==> src/pdl_cfg.svh <==
`ifndef PDL_CFG_SVH
`define PDL_CFG_SVH
// Reset and idle levels of the outputs
`define PDL_UP_IDLE     1'h0
`define PDL_DN_IDLE     1'h0
`define PDL_LOCK_IDLE   1'h1
`define PDL_OE_OFF      1'h1
`define PDL_OE_ON       1'h0
`define PDL_MON_RST     1'h0
// Resting levels of the comparator outputs
`define PDL_VSIDE_REST  1'h1
`define PDL_RSIDE_REST  1'h0
// Synchroniser stage and accepted level reset values
`define PDL_SYNC_RST    3'h0
`define PDL_LVL_RST     1'h0
`endif

==> src/pdl_pkg.sv <==
package pdl_pkg;
   // Phase detector state: which side has seen an unanswered edge
   typedef enum logic [1:0] {
      PDL_IDLE,
      PDL_UP,
      PDL_DN
   } pdl_state_t;
endpackage : pdl_pkg

==> src/pdl_sync.sv <==
`timescale 1ns/10ps
`include "pdl_cfg.svh"
module pdl_sync (
   input  wire logic mclk,
   input  wire logic rst,
   input  wire logic din,
   output logic      dout,
   output logic      rise
);
   logic [2:0] stage_reg;
   logic       level_reg;

   // Three stage synchroniser
   always_ff @(posedge mclk) begin
      if (rst) begin
         stage_reg <= `PDL_SYNC_RST;
      end else begin
         stage_reg <= {stage_reg[1:0], din};
      end
   end

   // Accept a change once second and third stages agree
   always_ff @(posedge mclk) begin
      if (rst) begin
         level_reg <= `PDL_LVL_RST;
      end else if (stage_reg[1] == stage_reg[2]) begin
         level_reg <= stage_reg[2];
      end
   end

   assign dout = level_reg;
   assign rise = (stage_reg[1] == stage_reg[2]) && stage_reg[2] && !level_reg;
endmodule : pdl_sync

==> src/pdl_top.sv <==
`timescale 1ns/10ps
`include "pdl_cfg.svh"
// Functional notes
// - In lock, VCO-side high, reference-side spikes high on coincident edges
// - Polarity high: monitor shows divided reference
// - Polarity low: monitor shows divided VCO
// - Pump drive sense follows frequency and polarity
// - Equal signals: pump output high impedance
// - Lock indicator rests high, pulses low
// - Lock indicator is NOR of up/down
// - Load enable high: bypass pump tracks main
// - Load enable low: bypass pump high impedance
// - Lead/lag judged from leading edges
// - Reference lag pulses reference-side output; polarity reverses
module pdl_top
   import pdl_pkg::*;
(
   input  wire logic mclk,
   input  wire logic rst,
   input  wire logic divided_reference,
   input  wire logic divided_vco,
   input  wire logic polarity_select,
   input  wire logic load_enable_pin,
   output logic      vco_side_out,
   output logic      ref_side_out,
   output logic      pump_out,
   output logic      pump_oe_n,
   output logic      bypass_pump_out,
   output logic      bypass_pump_oe_n,
   output logic      lock_indicator,
   output logic      test_monitor
);
   // ------------------------------------------------------------
   // Input synchronisers
   // ------------------------------------------------------------
   logic ref_lvl, ref_rise, vco_lvl, vco_rise, pol_lvl, le_lvl;

   pdl_sync u_ref (
      .mclk (mclk),
      .rst  (rst),
      .din  (divided_reference),
      .dout (ref_lvl),
      .rise (ref_rise)
   );
   pdl_sync u_vco (
      .mclk (mclk),
      .rst  (rst),
      .din  (divided_vco),
      .dout (vco_lvl),
      .rise (vco_rise)
   );
   pdl_sync u_pol (
      .mclk (mclk),
      .rst  (rst),
      .din  (polarity_select),
      .dout (pol_lvl),
      .rise ()
   );
   pdl_sync u_le (
      .mclk (mclk),
      .rst  (rst),
      .din  (load_enable_pin),
      .dout (le_lvl),
      .rise ()
   );

   // ------------------------------------------------------------
   // Phase frequency detector
   // ------------------------------------------------------------
   pdl_state_t state_reg;
   logic       up_next;
   logic       dn_next;
   logic       spike_next;

   // Edge race: reference edge first raises up, VCO edge first raises down
   always_ff @(posedge mclk) begin
      if (rst) begin
         state_reg <= PDL_IDLE;
      end else begin
         unique case (state_reg)
            PDL_IDLE: begin
               if (ref_rise && !vco_rise) begin
                  state_reg <= PDL_UP;
               end else if (vco_rise && !ref_rise) begin
                  state_reg <= PDL_DN;
               end
            end
            PDL_UP: begin
               if (vco_rise) begin
                  state_reg <= ref_rise ? PDL_UP : PDL_IDLE;
               end
            end
            PDL_DN: begin
               if (ref_rise) begin
                  state_reg <= vco_rise ? PDL_DN : PDL_IDLE;
               end
            end
         endcase
      end
   end

   // Up means VCO too slow, down means VCO too fast
   always_comb begin
      up_next    = (state_reg == PDL_UP);
      dn_next    = (state_reg == PDL_DN);
      spike_next = (state_reg == PDL_IDLE) && ref_rise && vco_rise;
   end

   // ------------------------------------------------------------
   // Comparator outputs
   // ------------------------------------------------------------
   logic vside_next;
   logic rside_next;

   // Polarity picks which pending side pulses each output
   always_comb begin
      if (pol_lvl) begin
         vside_next = !up_next;
         rside_next = dn_next || spike_next;
      end else begin
         vside_next = !dn_next;
         rside_next = up_next || spike_next;
      end
   end

   // VCO-side output register, rests high
   always_ff @(posedge mclk) begin
      if (rst) begin
         vco_side_out <= `PDL_VSIDE_REST;
      end else begin
         vco_side_out <= vside_next;
      end
   end

   // Reference-side output register, rests low apart from spikes
   always_ff @(posedge mclk) begin
      if (rst) begin
         ref_side_out <= `PDL_RSIDE_REST;
      end else begin
         ref_side_out <= rside_next;
      end
   end

   // ------------------------------------------------------------
   // Charge pumps
   // ------------------------------------------------------------
   logic pump_drv;
   logic pump_act;

   always_comb begin
      pump_act = up_next || dn_next;
      pump_drv = pol_lvl ? up_next : dn_next;
   end

   logic pump_oe_next;
   logic byp_oe_next;

   // Output enables: balanced detector leaves both pumps floating;
   // the bypass pump is also released while load enable is low
   always_comb begin
      pump_oe_next = pump_act ? `PDL_OE_ON : `PDL_OE_OFF;
      byp_oe_next  = (pump_act && le_lvl) ? `PDL_OE_ON
                                          : `PDL_OE_OFF;
   end

   // Main pump drive level
   always_ff @(posedge mclk) begin
      if (rst) begin
         pump_out <= `PDL_UP_IDLE;
      end else begin
         pump_out <= pump_drv;
      end
   end

   // Main pump enable, never gated by load enable
   always_ff @(posedge mclk) begin
      if (rst) begin
         pump_oe_n <= `PDL_OE_OFF;
      end else begin
         pump_oe_n <= pump_oe_next;
      end
   end

   // Bypass pump drive level tracks the main pump
   always_ff @(posedge mclk) begin
      if (rst) begin
         bypass_pump_out <= `PDL_DN_IDLE;
      end else begin
         bypass_pump_out <= pump_drv;
      end
   end

   // Bypass pump enable follows main pump only with load enable high
   always_ff @(posedge mclk) begin
      if (rst) begin
         bypass_pump_oe_n <= `PDL_OE_OFF;
      end else begin
         bypass_pump_oe_n <= byp_oe_next;
      end
   end

   // ------------------------------------------------------------
   // Lock indicator and test monitor
   // ------------------------------------------------------------
   always_ff @(posedge mclk) begin
      if (rst) begin
         lock_indicator <= `PDL_LOCK_IDLE;
      end else begin
         lock_indicator <= !(up_next || dn_next);
      end
   end

   // Monitor picks divider output by polarity
   always_ff @(posedge mclk) begin
      if (rst) begin
         test_monitor <= `PDL_MON_RST;
      end else begin
         test_monitor <= pol_lvl ? ref_lvl : vco_lvl;
      end
   end
endmodule : pdl_top

==> config.mk <==
export PLATFORM = sky130hd
export DESIGN_NAME = pdl_top
export DESIGN_NICKNAME = d
export VERILOG_FILES = /design/src/pdl_pkg.sv /design/src/pdl_sync.sv /design/src/pdl_top.sv
export VERILOG_INCLUDE_DIRS = /design/src /design/src/src
export SDC_FILE = /design/constraint.sdc
export NUM_CORES = 1
export LEC_CHECK = 0
export BUFFER_PORTS_ARGS = -buffer_cell sky130_fd_sc_hd__buf_2
export CORE_MARGIN = 2
export CORE_UTILIZATION = 50
export CTS_CLUSTER_SIZE = 28
export DETAILED_ROUTE_END_ITERATION = 7
export PLACE_DENSITY = 0.72
export RECOVER_POWER = 100
export SLEW_MARGIN = 20
export SYNTH_ARGS = -nofsm -noshare
export SYNTH_HDL_FRONTEND = slang
export SYNTH_SLANG_ARGS = --single-unit
export TNS_END_PERCENT = 5
==> constraint.sdc <==
create_clock -name mclk -period 2.36 [get_ports mclk]
set_clock_uncertainty 0.2 [all_clocks]
set_input_delay 0.236 -clock mclk [delete_from_list [all_inputs] [get_ports mclk]]
set_output_delay 0.236 -clock mclk [all_outputs]
set_load 0.02 [all_outputs]
Word level (Yosys, flattened, before mapping) --
Index checks and enable logic that the tools add are counted.
Storage, ports and cells: flip-flop bits (word level) 25, output and inout bits 8, input port bits 6, word-level logic and storage cells 59
Cells by class: eq/ne operators 9, reductions and logical operators 21, muxes and demuxes 13
Operators with widths (count):
- 2-to-1 mux 2 bit | 5
- logical AND 1 bit | 9
- zero test 1 bit | 7
- 2-to-1 mux 1 bit | 7
- case mux 2 bit (3 select lines) | 1
- equality test 1 bit | 4
- != test 2 bit (second input constant) | 2
- logical OR 1 bit | 3
- != test 3 bit (second input constant) | 1
- AND reduction 3 bit | 1
- equality test 2 x 1 -> 1 bit (second input constant) | 1
- equality test 2 bit (second input constant) | 1
- zero test 2 bit | 1

Depth between registers and ports, before layout --
depth in word-level cells 8, gate-level depth with buffers 7, gate-level depth less buffers 7

By module --
From an unflattened synthesis, not the netlist that was laid out.
Unflattened totals: cell total of the unflattened synthesis 91, area total of the unflattened synthesis 973.4 µm²
Modules (own cells, without submodules):
- pdl_sync | instances 4, area an instance 131.4 µm², seq. area each 80.1 µm², cells an instance 11
- pdl_top | instances 1, area an instance 447.9 µm², seq. area each 160.2 µm², cells an instance 47

Worst setup path after synthesis --
Ideal clock, no wire load.
path kind register to register, start register u_ref.stage_reg[1], end register state_reg[0], arrival time 1672 ps, path buffers 0, clock period less this slack 1995 ps, cell stages (with the launch flop) 7, setup slack 365 ps, setup time 123 ps, data required time 2037 ps, cell sequence dfxtp_1 -> ha_1 -> nand2b_4 -> inv_1 -> ha_1 -> a222oi_1 -> mux2_1
On the way: cells in the longest elaborated chain, start to end 7, elaborated cells on any way between the ends 13, classes of those cells eq/ne: 3; mux: 4; reduce/logical: 6
RTL lines:
- start: declaration | RTL line pdl_sync.sv:10 | logic [2:0] stage_reg;
- start signal: assignment | RTL line pdl_sync.sv:16 | stage_reg <= `PDL_SYNC_RST;
- start signal: assignment | RTL line pdl_sync.sv:18 | stage_reg <= {stage_reg[1:0], din};
- equality test 1 bit * | RTL line pdl_sync.sv:32 | assign rise = (stage_reg[1] == stage_reg[2]) && stage_reg[2] && !level_reg;
- logical AND 1 bit * (2 in series) | RTL line pdl_sync.sv:32
- zero test 1 bit | RTL line pdl_top.sv:84 | end else if (vco_rise && !ref_rise) begin
- logical AND 1 bit | RTL line pdl_top.sv:84
- != test 3 bit (no source line)
- AND reduction 3 bit (no source line)
- end signal: assignment | RTL line pdl_top.sv:90 | state_reg <= ref_rise ? PDL_UP : PDL_IDLE;
- end signal: assignment | RTL line pdl_top.sv:95 | state_reg <= vco_rise ? PDL_DN : PDL_IDLE;
- end: declaration | RTL line pdl_top.sv:70 | pdl_state_t state_reg;
Every way passes the cells marked *; elsewhere a longest branch is shown, timed or not. The select of a mux whose other input is x is not followed. A chain may end at the register's enable or synchronous reset.

Worst setup path in the final report --
Ends and elaborated chain as after synthesis.

==> impl_metrics.prom <==
# TYPE chip_impl_metric gauge
chip_impl_metric{name="drt.antenna.violating_nets",unit=""} 0
chip_impl_metric{name="row_count",unit=""} 15
chip_impl_metric{name="clock_path_buffers",unit=""} 2
chip_impl_metric{name="power.leakage",unit="uW"} 0.000400
chip_impl_metric{name="finalSetupTns",unit="ns"} 0
chip_impl_metric{name="switching_share",unit=""} 0.244
chip_impl_info{name="timing.critical_path.cells",value="ha_1 -> nand2b_2 -> inv_1 -> ha_1 -> a222oi_1 -> mux2_1"} 1
chip_impl_metric{name="internal-power",unit="uW"} 566
chip_impl_metric{name="syn-cell-area",unit="um^2"} 902
chip_impl_metric{name="drt_pre_antenna_iters",unit=""} 4
chip_impl_metric{name="worst_slew_pin_slew",unit="ns"} 0.466
chip_impl_metric{name="final_design_area_no_fill",unit="um^2"} 1030
chip_impl_metric{name="globalplace.congestion",unit=""} 0.836
chip_impl_info{name="timing.critical_path.max_delay_family",value="adder cells"} 1
chip_impl_metric{name="count_of_state_elements_after_synthesis",unit=""} 24
chip_impl_metric{name="die_area",unit="um^2"} 2160
chip_impl_metric{name="io_buffers",unit=""} 13
chip_impl_metric{name="floorplan.initialDensity",unit=""} 0.528
chip_impl_metric{name="worst-endpoint-required",unit="ns"} 2.36
chip_impl_metric{name="post_synthesis_mean_instance_area",unit="um^2"} 10.9
chip_impl_metric{name="final-max-slew-violation-count",unit=""} 0
chip_impl_metric{name="hold_viol",unit=""} 0
chip_impl_metric{name="cts-hold-fix-buffers",unit=""} 4
chip_impl_metric{name="routed_wire_length_per_instance",unit="um"} 10.4
chip_impl_metric{name="post-route-drc-count",unit=""} 0
chip_impl_metric{name="postSynthNetCount",unit=""} 95
chip_impl_metric{name="area_overhead_vs_synth",unit="%"} 14.6
chip_impl_metric{name="finalWorstSetupSlack",unit="ns"} 0.240
chip_impl_metric{name="worst_ir_drop_vdd",unit="uV"} 377
chip_impl_info{name="run_status",value="finished clean"} 1
chip_impl_metric{name="vias",unit=""} 579
chip_impl_metric{name="finalCriticalPeriod",unit="ns"} 2.12
chip_impl_metric{name="via_count_of_the_first_global_routing_pass",unit=""} 530
chip_impl_info{name="tritoncts_clock_tree",value="yes"} 1
chip_impl_metric{name="hold-path-cell-count",unit=""} 2
chip_impl_info{name="timing.rr.start",value="u_ref.stage_reg[1]"} 1
chip_impl_metric{name="layout.core_utilization",unit=""} 0.605
chip_impl_metric{name="combinationalPowerShare",unit=""} 0.140
chip_impl_metric{name="synth_sequential_area_ratio",unit=""} 0.533
chip_impl_info{name="worst_hold_path_type",value="in -> reg"} 1
chip_impl_metric{name="p_per_area",unit="nW/um^2"} 724
chip_impl_metric{name="antennaDiodeCount",unit=""} 0
chip_impl_metric{name="clock_latency",unit="ns"} 0.30
chip_impl_metric{name="postRouteWirelength",unit="um"} 1290
chip_impl_info{name="slowest_stage",value="sky130_fd_sc_hd__a222oi_1"} 1
chip_impl_metric{name="r2r.worst_path.cells",unit=""} 6
chip_impl_metric{name="final_net_count",unit=""} 112
chip_impl_metric{name="worstPathBufferInverterCount",unit=""} 1
chip_impl_metric{name="top_level_ports",unit=""} 14
chip_impl_metric{name="reg2reg_slack",unit="ns"} 0.24
chip_impl_metric{name="die_x",unit="um"} 46.5
chip_impl_info{name="yosysTopAreaCell",value="sky130_fd_sc_hd__dfxtp_1"} 1
chip_impl_metric{name="largest_net_degree_at_the_start_of_global_routing",unit=""} 26
chip_impl_metric{name="synth_largest_type_area_fraction",unit=""} 0.533
chip_impl_metric{name="die_h",unit="um"} 46.5
chip_impl_info{name="start_kind",value="flop"} 1
chip_impl_metric{name="placed_cells",unit=""} 116
chip_impl_metric{name="globalRoute.totalOverflow",unit=""} 0
chip_impl_metric{name="tritoncts.num_buffers",unit=""} 3
chip_impl_metric{name="numClockSinks",unit=""} 24
chip_impl_info{name="timing_worst_setup_path_type",value="reg -> reg"} 1
chip_impl_metric{name="path_max_fanout",unit=""} 2
chip_impl_metric{name="headroom_to_the_max_slew_limit",unit=""} 0.690
chip_impl_metric{name="cts_repair_resize_count",unit=""} 0
chip_impl_metric{name="clkTransAtPathRegs",unit="ns"} 0.12
chip_impl_metric{name="drtIter0Drc",unit=""} 3
chip_impl_metric{name="period_utilisation_layout",unit=""} 0.898
chip_impl_metric{name="power.share.clock",unit=""} 0.276
chip_impl_metric{name="global_route.usage.total",unit=""} 0.140
chip_impl_metric{name="maxCapViolations",unit=""} 0
chip_impl_info{name="post_synth_main_area_contributors",value="sky130_fd_sc_hd__dfxtp_1, sky130_fd_sc_hd__ha_1, sky130_fd_sc_hd__nor2b_1, sky130_fd_sc_hd__mux2i_1, sky130_fd_sc_hd__nand2b_4"} 1
chip_impl_metric{name="crit_arrival",unit="ns"} 2.12
chip_impl_metric{name="placedInstanceArea",unit="um^2"} 972
chip_impl_info{name="hold_end",value="u_vco.dout"} 1
chip_impl_metric{name="setup_violations",unit=""} 0
chip_impl_metric{name="coreArea",unit="um^2"} 1710
chip_impl_metric{name="p_seq_frac",unit=""} 0.584
chip_impl_info{name="mostFrequentLayoutCells",value="sky130_fd_sc_hd__dfxtp_1, sky130_fd_sc_hd__nor2b_1, sky130_fd_sc_hd__clkbuf_1"} 1
chip_impl_metric{name="timing.critical_path.slowest_cell_delay",unit="ns"} 0.47
chip_impl_metric{name="ys_warn_count",unit=""} 0
chip_impl_info{name="rsz0062_at_grt",value="false"} 1
chip_impl_metric{name="h-tree-depth",unit=""} 1
chip_impl_info{name="critical_path.reg2reg.endpoint",value="state_reg[0]"} 1
chip_impl_metric{name="netlist-cell-type-count",unit=""} 19
chip_impl_info{name="most_frequent_standard_cell_in_the_layout_excluding_fill_and_tap_cells",value="sky130_fd_sc_hd__dfxtp_1"} 1
chip_impl_metric{name="share_of_cells_above_drive_strength_1",unit=""} 0.111
chip_impl_info{name="critPathMostFrequentCell",value="sky130_fd_sc_hd__ha_1"} 1
chip_impl_metric{name="maxClockFrequency",unit="MHz"} 472
chip_impl_metric{name="pre_cts_slack",unit="ns"} 0.250
chip_impl_metric{name="dpl.hpwl",unit="um"} 886
chip_impl_metric{name="antenna_found_initial",unit=""} 0
chip_impl_metric{name="cts_setup_buffers",unit=""} 0
chip_impl_metric{name="post_synth_inst_count",unit=""} 83
chip_impl_metric{name="net-switching-power",unit="uW"} 183
chip_impl_metric{name="grt_first_pass_wirelength",unit="um"} 2130
chip_impl_metric{name="route.detailed.vias_per_inst",unit=""} 4.67
chip_impl_metric{name="timing.critical_path.depth",unit=""} 6
chip_impl_info{name="worstHoldStart",value="rst"} 1
chip_impl_metric{name="layoutNonFillerInstCount",unit=""} 124
chip_impl_info{name="worstSetupEndpointType",value="flop"} 1
chip_impl_info{name="clock_tree.root_cell",value="sky130_fd_sc_hd__clkbuf_4"} 1
power by group through the flow:
stage / clock network [uW] / registers (uW) / logic, uW
global route: 230 / 440 / 119
finish: 207 / 437 / 105
CTS: 218 / 437 / 109
global placement: 0 / 444 / 103
floorplan: 0 / 454 / 71.9
detailed placement: 0 / 446 / 104
stage by stage:
step	total power, uW	hold WS (ns)
2_1_floorplan	526	0.108
3_3_place_gp	547	0.202
3_5_place_dp	550	0.218
4_1_cts	764	0.124
5_1_grt	789	0.153
6_report	748	0.124
per-layer routing:
layer	share of wire	global-route usage	up-vias
li1	-	-	304
met1	0.48	0.161	263
met2	0.48	0.236	10
met3	0.034	0.0235	2
met4	0.0093	0.0857	0
met5	0	0	-
Yosys cell counts:
library cell	count
sky130_fd_sc_hd__a222oi_1	1
sky130_fd_sc_hd__nand2_1	2
sky130_fd_sc_hd__nand4b_1	2
sky130_fd_sc_hd__mux2i_1	6
sky130_fd_sc_hd__ha_1	6
sky130_fd_sc_hd__inv_1	4
sky130_fd_sc_hd__o21bai_1	1
sky130_fd_sc_hd__a21oi_1	4
sky130_fd_sc_hd__nor2_1	6
sky130_fd_sc_hd__dfxtp_1	24
sky130_fd_sc_hd__nor2b_1	12
sky130_fd_sc_hd__clkbuf_1	3
sky130_fd_sc_hd__o21ai_0	2
sky130_fd_sc_hd__nand2b_1	3
sky130_fd_sc_hd__mux2_1	1
sky130_fd_sc_hd__and4b_1	1
sky130_fd_sc_hd__buf_4	2
sky130_fd_sc_hd__nand3b_1	1
sky130_fd_sc_hd__nand2b_4	2
worst max-delay path by stage:
stage / from / endpoint / slack [ns]
floorplan: u_ref.stage_reg[1] / state_reg[0] / 0.36
global placement: u_ref.stage_reg[1] / state_reg[0] / 0.31
detailed placement: u_ref.stage_reg[1] / state_reg[0] / 0.25
finish: u_ref.stage_reg[1] / state_reg[0] / 0.24
global route: u_ref.stage_reg[1] / state_reg[0] / 0.15
CTS: u_ref.stage_reg[1] / state_reg[0] / 0.22
layout make-up:
cell class / count / area, um^2
multi-input combinational: 50 / 375
tap: 25 / 31.3
inverter: 4 / 15.0
clock buffer: 4 / 36.3
sequential: 24 / 480
timing repair buffer: 17 / 95.1
fill: 159 / 674
cells by family after synthesis:
kind of cell | synth area share
buffers and inverters | 0.0458
adder cells (fa/ha/maj) | 0.0832
flip-flops | 0.533
AND/OR/NAND/NOR | 0.207
AO/OA/AOI/OAI | 0.0527
multiplexers | 0.0791
Note: power is estimated with default switching activity, not from simulation.
